## src/bsd_pkg.sv

```systemverilog
package bsd_pkg;
    // ----------------------------------------------------------------
    // shift and demapping
    // ----------------------------------------------------------------
    localparam int SHIFT_W = 11;
    localparam logic [3:0] NB_RESET = 4'h8;
    localparam logic [10:0] ROOT_MAJOR0 = 11'h089;
    // ----------------------------------------------------------------
    // field values
    // ----------------------------------------------------------------
    localparam logic [1:0] BW_6MHZ = 2'h0;
    localparam logic [1:0] BW_7MHZ = 2'h1;
    localparam logic [1:0] BW_8MHZ = 2'h2;
    localparam logic [1:0] BW_WIDE = 2'h3;
    localparam logic [4:0] GAP_BANNED = 5'h1F;
    localparam logic [6:0] RATE_MAX = 7'h50;
    localparam logic [7:0] RATE_OFFSET = 8'h10;
    // sample rate step of one unit of the rate multiple, in kHz
    localparam int RATE_STEP_KHZ = 384;
    // ----------------------------------------------------------------
    // register map
    // ----------------------------------------------------------------
    localparam int ADDR_W = 4;
    localparam logic [3:0] ADDR_CTRL = 4'h0;
    localparam logic [3:0] ADDR_STATUS = 4'h4;
    localparam logic [3:0] ADDR_MASK = 4'h8;
    localparam logic [3:0] ADDR_RESULT = 4'hC;
    localparam int CTRL_EN_BIT = 0;
    localparam int CTRL_NB_LSB = 4;
    localparam logic CTRL_EN_RESET = 1'b1;
    localparam int ST_DONE_BIT = 0;
    localparam int ST_DISC_BIT = 1;
    localparam logic [1:0] STATUS_RESET = 2'h0;
    localparam logic [1:0] MASK_RESET = 2'h0;
    localparam int RES_COEF_LSB = 8;
    localparam int RES_ALERT2_BIT = 15;
    localparam int RES_WIDTH_LSB = 16;
    localparam int RES_GAP_LSB = 18;
    localparam int RES_ALERT1_BIT = 23;
    localparam int RES_DISC_BIT = 24;
    // ----------------------------------------------------------------
    // sequencing
    // ----------------------------------------------------------------
    typedef enum logic [3:0] {
        ST_IDLE = 4'h1,
        ST_SYM1 = 4'h2,
        ST_SYM2 = 4'h4,
        ST_SYM3 = 4'h8
    } bsd_state_t;
endpackage

```

## src/bsd_demapper.sv

```systemverilog
// Function
// - channel width code 00/01/10/11 decodes to 6 MHz, 7 MHz, 8 MHz and wider than 8 MHz.
// - symbol two uses its 8 most significant signaling bits, bit 0 most significant.
// - symbol two splits into alert wake bit two and a 7-bit sample-rate coefficient, MSB first.
// - coefficient N selects a sample rate of (N + 16) times 0.384 MHz.
// - coefficients 0 to 80 are valid and 81 to 127 are reserved.
// - symbol three's 8 most significant bits form the 8-bit preamble layout code.
// - the preamble layout code passes through with no validity check.
// - sequence roots 0 to 136 and 138 to 1498 are reserved for future major versions.
// - each symbol after the first delivers an 11-bit shift relative to the previous one.
// - bit 0 is shift bit 10, bit i below the count is bit (11-i) xor bit (10-i), the rest zero.
// - only the provisioned number of signaling bits is decoded, whatever the minor version.
// - with Nb bits, shift errors up to (2^(10-Nb))-1 still recover the correct bits.
// - symbol one splits into alert wake bit one, a 5-bit gap code and the 2-bit width code.
// - any reserved or undefined field value marks the whole bootstrap for discard.
// - root 137 means major version zero, the only version this field decoding covers.
module bsd_demapper
    import bsd_pkg::*;
(
    input wire logic CLK_IN,
    input wire logic RST_IN,
    input wire logic SYM_START_IN,
    input wire logic [10:0] ROOT_IN,
    input wire logic SHIFT_VALID_IN,
    input wire logic [10:0] SHIFT_IN,
    input wire logic [ADDR_W-1:0] ADDR_IN,
    input wire logic [31:0] WDATA_IN,
    input wire logic WR_IN,
    input wire logic RD_IN,
    output logic [31:0] RDATA_OUT,
    output logic IRQ_OUT,
    output logic DONE_OUT,
    output logic DISCARD_OUT,
    output logic ALERT_WAKE_ONE_OUT,
    output logic ALERT_WAKE_TWO_OUT,
    output logic [4:0] GAP_CODE_OUT,
    output logic [1:0] WIDTH_CODE_OUT,
    output logic [3:0] WIDTH_SEL_OUT,
    output logic [6:0] RATE_COEF_OUT,
    output logic [7:0] RATE_MULT_OUT,
    output logic [7:0] PREAMBLE_OUT
);
    // ----------------------------------------------------------------
    // gray demapping
    // ----------------------------------------------------------------
    logic ctrl_en;
    logic [3:0] ctrl_nb;
    logic [10:0] demap;

    // demap[10-i] holds signaling bit i, so the top byte reads MSB first
    assign demap[10] = SHIFT_IN[10];
    for (genvar gi = 1; gi < SHIFT_W; gi++) begin : g_bit
        assign demap[10-gi] = (4'(gi) < ctrl_nb) ?
            (SHIFT_IN[11-gi] ^ SHIFT_IN[10-gi]) : 1'b0;
    end
    // errors within the tolerance never flip the upper bits because the
    // transmitter centres each symbol in its 2^(11-Nb) wide slot

    // ----------------------------------------------------------------
    // symbol sequencing
    // ----------------------------------------------------------------
    bsd_state_t state, next_state;
    logic [10:0] root, next_root;
    logic [7:0] sym1, next_sym1;
    logic [7:0] sym2, next_sym2;
    logic accept;
    logic finish;

    // shifts arrive only for symbols after the sync symbol
    assign accept = SHIFT_VALID_IN && (state != ST_IDLE) && !SYM_START_IN;
    assign finish = accept && (state == ST_SYM3);

    always_comb begin
        next_state = state;
        next_root = root;
        next_sym1 = sym1;
        next_sym2 = sym2;
        if (SYM_START_IN) begin
            // a new sync symbol restarts when enabled and idles when not, dropping a half-read set
            next_state = ctrl_en ? ST_SYM1 : ST_IDLE;
            next_root = ROOT_IN;
        end else if (accept) begin
            case (state)
                ST_SYM1: begin
                    next_sym1 = demap[10:3];
                    next_state = ST_SYM2;
                end
                ST_SYM2: begin
                    next_sym2 = demap[10:3];
                    next_state = ST_SYM3;
                end
                ST_SYM3: begin
                    next_state = ST_IDLE;
                end
                default: begin
                    next_state = ST_IDLE;
                end
            endcase
        end
    end

    always_ff @(posedge CLK_IN or posedge RST_IN) begin
        if (RST_IN) begin
            state <= ST_IDLE;
            root <= 11'h000;
            sym1 <= 8'h00;
            sym2 <= 8'h00;
        end else begin
            state <= next_state;
            root <= next_root;
            sym1 <= next_sym1;
            sym2 <= next_sym2;
        end
    end

    // ----------------------------------------------------------------
    // field decode and discard check
    // ----------------------------------------------------------------
    logic s1_alert;
    logic [4:0] s1_gap;
    logic [1:0] s1_width;
    logic s2_alert;
    logic [6:0] s2_coef;
    logic bad_root;
    logic bad_fields;

    assign s1_alert = sym1[7];
    assign s1_gap = sym1[6:2];
    assign s1_width = sym1[1:0];
    assign s2_alert = sym2[7];
    assign s2_coef = sym2[6:0];
    // anything but the major version zero root is reserved
    assign bad_root = (root != ROOT_MAJOR0);
    // width 11 is held back by the transmitter, so seeing it is undefined
    assign bad_fields = (s1_width == BW_WIDE) || (s2_coef > RATE_MAX) ||
        (s1_gap == GAP_BANNED);

    logic next_done;
    logic next_discard;
    logic next_alert1;
    logic next_alert2;
    logic [4:0] next_gap;
    logic [1:0] next_width;
    logic [3:0] next_width_sel;
    logic [6:0] next_coef;
    logic [7:0] next_mult;
    logic [7:0] next_preamble;

    always_comb begin
        next_done = finish;
        next_discard = DISCARD_OUT;
        next_alert1 = ALERT_WAKE_ONE_OUT;
        next_alert2 = ALERT_WAKE_TWO_OUT;
        next_gap = GAP_CODE_OUT;
        next_width = WIDTH_CODE_OUT;
        next_width_sel = WIDTH_SEL_OUT;
        next_coef = RATE_COEF_OUT;
        next_mult = RATE_MULT_OUT;
        next_preamble = PREAMBLE_OUT;
        if (finish) begin
            next_discard = bad_root || bad_fields;
            next_alert1 = s1_alert;
            next_alert2 = s2_alert;
            next_gap = s1_gap;
            next_width = s1_width;
            next_width_sel = 4'h1 << s1_width;
            next_coef = s2_coef;
            // unit of this multiple is RATE_STEP_KHZ
            next_mult = {1'b0, s2_coef} + RATE_OFFSET;
            // no range check: the layout code is defined elsewhere
            next_preamble = demap[10:3];
        end
    end

    always_ff @(posedge CLK_IN or posedge RST_IN) begin
        if (RST_IN) begin
            DONE_OUT <= 1'b0;
            DISCARD_OUT <= 1'b0;
            ALERT_WAKE_ONE_OUT <= 1'b0;
            ALERT_WAKE_TWO_OUT <= 1'b0;
            GAP_CODE_OUT <= 5'h00;
            WIDTH_CODE_OUT <= 2'h0;
            WIDTH_SEL_OUT <= 4'h0;
            RATE_COEF_OUT <= 7'h00;
            RATE_MULT_OUT <= 8'h00;
            PREAMBLE_OUT <= 8'h00;
        end else begin
            DONE_OUT <= next_done;
            DISCARD_OUT <= next_discard;
            ALERT_WAKE_ONE_OUT <= next_alert1;
            ALERT_WAKE_TWO_OUT <= next_alert2;
            GAP_CODE_OUT <= next_gap;
            WIDTH_CODE_OUT <= next_width;
            WIDTH_SEL_OUT <= next_width_sel;
            RATE_COEF_OUT <= next_coef;
            RATE_MULT_OUT <= next_mult;
            PREAMBLE_OUT <= next_preamble;
        end
    end

    // ----------------------------------------------------------------
    // register port and interrupt
    // ----------------------------------------------------------------
    logic [1:0] status, next_status;
    logic [1:0] mask, next_mask;
    logic [1:0] events;
    logic next_ctrl_en;
    logic [3:0] next_ctrl_nb;
    logic [31:0] next_rdata;
    logic next_irq;

    assign events = {finish && (bad_root || bad_fields), finish};

    always_comb begin
        next_ctrl_en = ctrl_en;
        next_ctrl_nb = ctrl_nb;
        next_mask = mask;
        next_status = status;
        if (WR_IN && ADDR_IN == ADDR_CTRL) begin
            next_ctrl_en = WDATA_IN[CTRL_EN_BIT];
            next_ctrl_nb = WDATA_IN[CTRL_NB_LSB +: 4];
        end
        if (WR_IN && ADDR_IN == ADDR_MASK) begin
            next_mask = WDATA_IN[1:0];
        end
        if (WR_IN && ADDR_IN == ADDR_STATUS) begin
            next_status = status & ~WDATA_IN[1:0];
        end
        // a new event wins over a clear in the same cycle
        next_status = next_status | events;
        next_irq = |(next_status & next_mask);
        next_rdata = 32'h0000_0000;
        if (RD_IN) begin
            case (ADDR_IN)
                ADDR_CTRL: begin
                    next_rdata[CTRL_EN_BIT] = ctrl_en;
                    next_rdata[CTRL_NB_LSB +: 4] = ctrl_nb;
                end
                ADDR_STATUS: next_rdata[1:0] = status;
                ADDR_MASK: next_rdata[1:0] = mask;
                ADDR_RESULT: begin
                    next_rdata[7:0] = PREAMBLE_OUT;
                    next_rdata[RES_COEF_LSB +: 7] = RATE_COEF_OUT;
                    next_rdata[RES_ALERT2_BIT] = ALERT_WAKE_TWO_OUT;
                    next_rdata[RES_WIDTH_LSB +: 2] = WIDTH_CODE_OUT;
                    next_rdata[RES_GAP_LSB +: 5] = GAP_CODE_OUT;
                    next_rdata[RES_ALERT1_BIT] = ALERT_WAKE_ONE_OUT;
                    next_rdata[RES_DISC_BIT] = DISCARD_OUT;
                end
                default: next_rdata = 32'h0000_0000;
            endcase
        end
    end

    always_ff @(posedge CLK_IN or posedge RST_IN) begin
        if (RST_IN) begin
            ctrl_en <= CTRL_EN_RESET;
            ctrl_nb <= NB_RESET;
            mask <= MASK_RESET;
            status <= STATUS_RESET;
            RDATA_OUT <= 32'h0000_0000;
            IRQ_OUT <= 1'b0;
        end else begin
            ctrl_en <= next_ctrl_en;
            ctrl_nb <= next_ctrl_nb;
            mask <= next_mask;
            status <= next_status;
            RDATA_OUT <= next_rdata;
            IRQ_OUT <= next_irq;
        end
    end
endmodule

```

## config.mk

```make
export PLATFORM = sky130hd
export DESIGN_NAME = bsd_demapper
export DESIGN_NICKNAME = d
export VERILOG_FILES = /design/src/bsd_pkg.sv /design/src/bsd_demapper.sv
export SDC_FILE = /design/constraint.sdc
export NUM_CORES = 1
export LEC_CHECK = 0
export ABC_AREA = 1
export BUFFER_PORTS_ARGS = -buffer_cell sky130_fd_sc_hd__buf_2
export CAP_MARGIN = 10
export CELL_PAD_IN_SITES_DETAIL_PLACEMENT = 1
export CELL_PAD_IN_SITES_GLOBAL_PLACEMENT = 1
export CORE_MARGIN = 2
export CORE_UTILIZATION = 30
export CTS_BUF_LIST = sky130_fd_sc_hd__clkbuf_4
export DETAILED_ROUTE_END_ITERATION = 8
export PLACE_DENSITY = 0.77
export SKIP_CTS_REPAIR_TIMING = 1
export SYNTH_ARGS = -nofsm -noshare
export SYNTH_HDL_FRONTEND = slang
export SYNTH_SLANG_ARGS = --single-unit
```

## constraint.sdc

```tcl
create_clock -name CLK_IN -period 5.3 [get_ports CLK_IN]
set_clock_uncertainty 0.1 [all_clocks]
set_input_delay 0.53 -clock CLK_IN [delete_from_list [all_inputs] [get_ports CLK_IN]]
set_output_delay 0.53 -clock CLK_IN [all_outputs]
set_load 0.01 [all_outputs]
```

======== Word-level counts from Yosys, hierarchy flattened ========
Cells that the tools add are included.
Widths: inputs -> output; s select.
storage, ports and cells
  bits in registers ....................... 111
  latch bits .............................. 0
  bits in writable memories ............... 0
  memory bits (read-only) ................. 0
  logic and storage cells ................. 87
  memories kept ........................... 0
cells by class
  $add $sub $neg .......................... 1
  multiply operators ...................... 0
  div/mod/pow operators ................... 0
  $lt $le $gt $ge ......................... 8
  equal/unequal tests ..................... 10
  shift-type cells ........................ 1
  muxes and demuxes ....................... 19
  bitwise gates (word level) .............. 12
  reduce and logical (&&, ||, !) cells .... 16
operator list
  operator             number
  $mux 25              1
  $mux 17              1
  $lt 3x4->1 const A   4
  $pmux 4 s2           2
  $eq 4x4->1 const B   3
  $ne 11x8->1 const B  1
  $add 7x5->8 const B  1
  $eq 4x3->1 const B   2
  $lt 2x4->1 const A   2
  $mux 2               4
  $mux 4               2
  $gt 7x7->1 const B   1
  $logic_and 1x1->1    7
  $mux 1               7
  $xor 1x1->1          7
  $reduce_and 3->1     2
  $eq 5x5->1 const B   1
  $and 2x2->2          2
  $eq 4x2->1 const B   1
  $logic_not 4->1      1
  $lt 1x4->1 const A   1
  $ne 4x1->1 const B   1
  $pmux 1 s4           1
  $shl 1x2->4 const A  1
  9 further kinds      11

======== Logic depth before layout (Yosys ltp) ========
Gate-level depths: netlist of the first run.
  word-level depth ........................ 8
  mapped depth ............................ 10

======== Worst setup path before layout of the first run ========
Ideal clock, no wire load.
  path type ............................... input port to flip-flop
  from .................................... input ADDR_IN[0]
  to ...................................... register RDATA_OUT[10]
  library setup time ...................... 0.120 ns
  data arrival time ....................... 1.291 ns
  data required time ...................... 5.080 ns
  path slack .............................. 3.789 ns
  cell stages on the path ................. 8
  path buffers ............................ 1
  cells stage by stage .................... inv_1 -> nand2_1 -> inv_1 -> nand3_1 -> inv_1 -> nand2_1 -> buf_2 -> nor2_1
on the way
  cells in the longest elaborated chain, start to end .. 3
RTL lines
  item                  RTL line             RTL
  start, declared       bsd_demapper.sv:26   input wire logic [ADDR_W-1:0] ADDR_IN,
  $eq 4x4->1            bsd_demapper.sv:234  case (ADDR_IN)
  $mux 17               bsd_demapper.sv:234
  $mux 25               bsd_demapper.sv:233  if (RD_IN) begin
  via next_rdata[10]    bsd_demapper.sv:209  logic [31:0] next_rdata;
  end signal, assigned  bsd_demapper.sv:268  RDATA_OUT <= next_rdata;
  end, declared         bsd_demapper.sv:30   output logic [31:0] RDATA_OUT,
The timed path passes the listed nets, and every way through them passes these cells.
A chain may end at the register's enable or synchronous reset.

======== Final worst setup path of the first run ========
  from .................................... register state[1]
  to ...................................... register WIDTH_SEL_OUT[1]
on the way
  cells in the longest elaborated chain, start to end .. 4
RTL lines
  item                             RTL line             RTL
  start, declared                  bsd_demapper.sv:62   bsd_state_t state, next_state;
  start signal, assigned           bsd_demapper.sv:109  state <= next_state;
  $ne 4x1->1                       bsd_demapper.sv:70   assign accept = SHIFT_VALID_IN && (state != ST_IDLE) && !SYM_START_IN;
  $logic_and 1x1->1 (2 in series)  bsd_demapper.sv:70
  $logic_and 1x1->1 (*)            bsd_demapper.sv:71   assign finish = accept && (state == ST_SYM3);
  end signal, assigned             bsd_demapper.sv:194  WIDTH_SEL_OUT <= next_width_sel;
  end, declared                    bsd_demapper.sv:38   output logic [3:0] WIDTH_SEL_OUT,
Every way passes the cells marked *; elsewhere a longest branch is shown, timed or not.

==> results.md, run 1 <==
* Area leader, netlist: dfrtp_1
* Number of synthesized register bits at 100
* F_max at 468 MHz
* Critical Path Max Stage Delay at 830 ps
* Core Util, Final at 36.3%
* Cells after Synth at between 400 and 500
* WS Path Type: reg2reg
* Buf/Inv on CP at 1
* Initial DRT Pass Iterations at 4
* DPL Wire Length at about 7400 µm
* # DRC at 0
* Maximum vdd drop at between 0.00007 and 0.00008 V
* Startpoint Class: register
* Class of the worst hold path: in2reg
* Root Buffer: clkbuf_4
* First-pass GRT wire length at 16,600 µm
* Commonest cells after routing, fill and taps aside: nand2_1, buf_2, dfrtp_1, o21ai_0, inv_1
* Max-slew violation count at 0
* Clk Latency, worst-skew pair at 470 ps
* RSZ-0062 raised after global routing: no
* Setup TNS at 0 ps
* Initial antenna violation count at 0
* WL final at ~10000 µm
* Crit-path cells: inv_1 > nand4_1 > nor3_4 > nand2_1 > o21ai_0
* Fin crit share at 40.4%
* Top Family by Delay on Critical Path: simple AND/OR/NAND/NOR gates
* Core Box Area at 13,300 µm²
* Vias in the first global route at 3,323
* Top-area cell type share of the netlist area at between 50% and 60%
* Initial Utilization at 31.0%
* Port bufs at 98
* Slew HR at 33.9%
* Ports at 135
* Setup Viol. Count Final at 0
* CTS Buf Count at 9
* N_diodes at 0
* Power Density at a little under 300 nW/µm²
* Final Power at 1.40 mW
* Register area at about 2500 µm²
* Avg Inst Size Synth at 9.35 µm²
* Dpl ws at 3010 ps
* Sinks on Clock Net at 100
* Final Wtd Congestion at 0.774
* CP max FO at 28
* Post-Synthesis Cell Area at 4120 µm²
* Die height at 121 µm
* Max Cap Violations at 0
* Crit. End Element: register
* Total track usage at 14.7%
* Routed vias/inst at 4.41
* Ranking of synthesized cells by area: dfrtp_1, nand2_1, o21ai_0
* Period minus WS final at between 2000 and 2500 ps
* Final Hold Fails at 0
* Die area at 14,700 µm²
* Commonest non-fill, non-tap cell in the layout: nand2_1
* H-tree depth at 3
* Antenna viol nets, final at 0
* Worst-margin pin slew at 989 ps
* Arr. time, crit path at 2440 ps
* Multi-input logic area at 1260 µm²
* Number of fill cells at between 1,500 and 2,000
* Drt initial violations at 182
* CP max stage cell: nor3_4
* Req. time, crit path at 5600 ps
* Setup ws final at between 3000 and 4000 ps
* Pleak at approximately 2.6 nW
* Number of core rows at 42
* Cell variety after synth at 29
* Clk buf depth at 2
* Routed wire per std cell at 13.9 µm
* Layout cells sized above 1 at 24.6%
* Die X-Extent at 121 µm
* Status: finished clean
* YS warnings at 0
* Largest net degree at the start of global routing at 75
* DR vias at 3,159
* Clock-pin slew on the worst setup and hold paths at 160 ps
* Final global-route overflow total at 0
* CTS tree: done
* Sequential share of the synthesized area at 60.9%
* Layout area overhead at 17.1%
* Final nets at 601
==> cells in the mapped netlist <==
cell type	n
o21ai_0	59
conb_1	1
nand4_1	4
nor2_1	37
or2_1	1
or2_2	1
buf_4	11
o21a_1	3
nor3_1	2
buf_6	4
o211a_1	1
nand4_2	1
a21oi_1	5
clkbuf_1	2
ha_1	2
dfrtp_1	97
dfstp_2	3
xor2_1	3
nand2_2	5
inv_1	57
o31ai_1	1
buf_2	5
nand2_1	109
xnor2_1	2
nor3_4	1
o221ai_1	1
o21ai_2	7
nor2_2	1
nand3_1	14
==> metal layers <==
layer	up-vias	GRT usage [%]	wire length, µm
met5	-	0	0
met4	0	6.25	191
met3	16	5.31	641
met2	82	22.6	4620
met1	1514	18.6	4480
li1	1547	-	-
==> tightest hold or removal path, delay by kind of cell <==
family / cells / cell delay, ps
buffers and inverters: 1 / 80
and+or+nand+nor: 2 / 90
==> worst paths after layout <==
path                            startpoint               end  slack (ps)  cells after the start
worst max-delay path              state[1]  WIDTH_SEL_OUT[1]        3160                      5
worst min-delay path            ROOT_IN[1]           root[1]         150                      3
worst max register to register    state[1]  WIDTH_SEL_OUT[1]        3160                      5
worst min register to register     root[2]           root[2]         400                      2
max in group asynchronous           RST_IN     RDATA_OUT[22]        3360                      4
min in group asynchronous           RST_IN  WIDTH_SEL_OUT[2]         460                      3
==> state kept, by name, indices dropped and copies added, names as in the netlist <==
name                flops
ALERT_WAKE_ONE_OUT      1
root                   11
WIDTH_CODE_OUT          2
RATE_MULT_OUT           4
ctrl_en                 1
IRQ_OUT                 1
sym2                    8
PREAMBLE_OUT            8
ALERT_WAKE_TWO_OUT      1
DISCARD_OUT             1
ctrl_nb                 4
mask                    2
GAP_CODE_OUT            5
RATE_COEF_OUT           7
DONE_OUT                1
sym1                    8
RDATA_OUT              25
WIDTH_SEL_OUT           4
status                  2
state                   4
==> cells by family after synthesis <==
group	after synthesis	share of synthesized area (%)
AO/OA/AOI/OAI	77	10.5
XOR/XNOR	5	1.06
adder cells (fa/ha/maj)	2	0.608
buffers and inverters	79	9.09
flip-flops	100	60.9
other	1	0.0911
AND/OR/NAND/NOR	176	17.8
==> power by group <==
part           leakage [nW]  switching, mW  internal [mW]
clock network        0.0619          0.256          0.105
logic                  1.27          0.111         0.0601
registers              1.28         0.0463          0.824
==> layout make-up <==
cell class              count  area share [%]
repair buffers            100            10.5
multi-input cells         267            26.1
well taps                 176            4.57
inverters                  57            4.49
clock buffers              11            1.71
clock inverters             5           0.597
flip-flops and latches    100            52.0
==> metrics by stage <==
stage | hold slack, ps | instances | area, µm²
after floorplan | 342 | 446 | 4140
after global placement | 355 | 699 | 4700
after detailed placement | 366 | 699 | 4700
after CTS | -110 | 715 | 4810
after global routing | 107 | 716 | 4820
final | 153 | 716 | 4820
No activity file was read; power rests on OpenSTA's default activity.
==> run 2: changes to the inputs <==
- clock period: 5.3 -> 2 ns (I/O delays scaled with it)
==> results.md, run 2 (synthesis results as in run 1) <==
* CP max stage cell: nand4_2
* Crit. End Element: register
* Final Wtd Congestion at 0.791 (+2.2%)
* Antenna viol nets, final at 0 (unchanged)
* Max reg flops at 25 (unchanged)
* Port bufs at 98 (unchanged)
* Die area at 14,700 µm² (unchanged)
* Initial DRT Pass Iterations at 4 (unchanged)
* Routed vias/inst at 4.40 (-0.29%)
* Critical Path Max Stage Delay at 450 ps (-380 ps)
* Arr. time, crit path at 2070 ps (-370 ps)
* Met2 Use GR at 22.6% (-0.035 points)
* Class of the worst hold path: in2reg
* RSZ-0062 raised after global routing: yes
* Sinks on Clock Net at 100 (unchanged)
* F_max at 543 MHz (+16%)
* # DRC at 0 (unchanged)
* Largest net degree at the start of global routing at 45 (-40%)
* DR vias at 3,251 (+2.9%)
* WS Path Type: reg2reg
* Met1 Use GR at 19.1% (+0.53 points)
* Routed wire per std cell at 13.6 µm (-1.8%)
* Req. time, crit path at 2230 ps (-3370 ps)
* Power Density at 774 nW/µm² (+170%)
* Top Family by Delay on Critical Path: simple AND/OR/NAND/NOR gates
* Max-slew violation count at 0 (unchanged)
* Vias in the first global route at 3,274 (-1.5%)
* WL final at 10,100 µm (+1.4%)
* Total track usage at 14.4% (-0.28 points)
* Final Power at 3.96 mW (+180%)
* Ports at 135 (unchanged)
* Die height at 121 µm (unchanged)
* Worst-margin pin slew at 670 ps (-319 ps)
* Status: finished clean
* Crit-path cells: inv_1 > nand3_1 > nand2_2 > nor2_2 > nand4_2 > nand2_1 > o21ai_2
* Setup Viol. Count Final at 0 (unchanged)
* Final global-route overflow total at 0 (unchanged)
* Die X-Extent at 121 µm (unchanged)
* Layout cells sized above 1 at 24.9% (+0.24 points)
* Period minus WS final at 1840 ps (-297 ps)
* First-pass GRT wire length at 16,400 µm (-0.63%)
* Layout area overhead at 24.4%
* Busiest layer in global routing: met2
* Biggest register: RDATA_OUT
* DPL Wire Length at 7680 µm (+3.9%)
* Final Hold Fails at 0 (unchanged)
* Initial Utilization at 31.0% (unchanged)
* Drt initial violations at 161 (-12%)
* Fin crit share at 92.1% (+52 points)
* Commonest non-fill, non-tap cell in the layout: nand2_1
* Setup TNS at 0 ps (unchanged)
* Core Box Area at 13,300 µm² (unchanged)
* Setup ws final at 158 ps (-3000 ps)
* Number of fill cells at 1,604 (+1.7%)
* Clk Latency, worst-skew pair at 450 ps (-20 ps)
* Maximum vdd drop at 0.000399 V (+410%)
* CTS tree: done
* Max Cap Violations at 0 (unchanged)
* Final nets at 624 (+3.8%)
* N_diodes at 0 (unchanged)
* Slew HR at 55.3% (+21 points)
* Hold WS at 24.9 ps (-128 ps)
* Clock-pin slew on the worst setup and hold paths at 150 ps (about the same)
* Number of core rows at 42 (unchanged)
* GRT met3 Usage at 3.52% (-1.8 points)
* Root Buffer: clkbuf_4
* CP max FO at 17 (-39%)
* Commonest cells after routing, fill and taps aside: nand2_1, buf_2, dfrtp_1, o21ai_0, inv_1
* Multi-input logic area at 1260 µm² (unchanged)
* Initial antenna violation count at 0 (unchanged)
* Buf/Inv on CP at 1 (unchanged)
* Dpl ws at 188 ps (-2820 ps)
* CTS Buf Count at 9 (unchanged)
* Clk buf depth at 2 (unchanged)
* Startpoint Class: register
* Register area at 2510 µm² (unchanged)
* Core Util, Final at 38.5% (+2.3 points)
* Pleak at 2.74 nW (+5.1%)
* Top flop regs: RDATA_OUT: 25 flops, root: 11 flops
* H-tree depth at 3 (unchanged)
-- run 2: cell types whose count changed in the layout (fill, tap and decap cells not counted), sizes merged --
cell	change
clkbuf	-1
bufinv	+2
inv	-1
buf	+5
dlygate4sd3	+18
-- run 2: where the power goes --
group | switching (mW) | internal, mW
Clock | 0.648 | 0.514
Sequential | 0.121 | 2.18
Combinational | 0.304 | 0.190
-- run 2: final cells by class --
type	count	share of cell area [%]
clock buffers	10	1.47
clock inverters	6	1.56
inverters	57	4.25
multi-input cells	267	24.6
flip-flops and latches	100	48.9
well taps	176	4.30
repair buffers	123	14.9
-- run 2: layer usage --
metal  part of all wire (%)  vias to the layer above
li1                       -                     1595
met1                     45                     1564
met2                     48                       79
met3                    5.6                       13
met4                    1.8                        0
met5                      0                        -
-- run 2: through the flow --
stage	instance area (µm²)	cells
2_1_floorplan	4140	446
3_3_place_gp	4770	704
3_5_place_dp	4770	704
4_1_cts	4930	720
5_1_grt	5120	739
6_report	5120	739
-- run 2: final timing paths --
kind	start	endpoint	slack, ps	cells after the start
worst max-delay path	state[1]	sym1[5]	160	7
worst min-delay path	SHIFT_IN[10]	sym1[7]	20	3
worst max register to register	state[1]	sym1[5]	160	7
worst min register to register	root[10]	root[10]	390	2
max in group asynchronous	RST_IN	ctrl_en	1070	4
min in group asynchronous	RST_IN	RDATA_OUT[16]	150	3
-- run 2: tightest hold or removal path, stage by stage --
cell and delay (ps):
buf_2 120, inv_1 140, o21ai_2 80
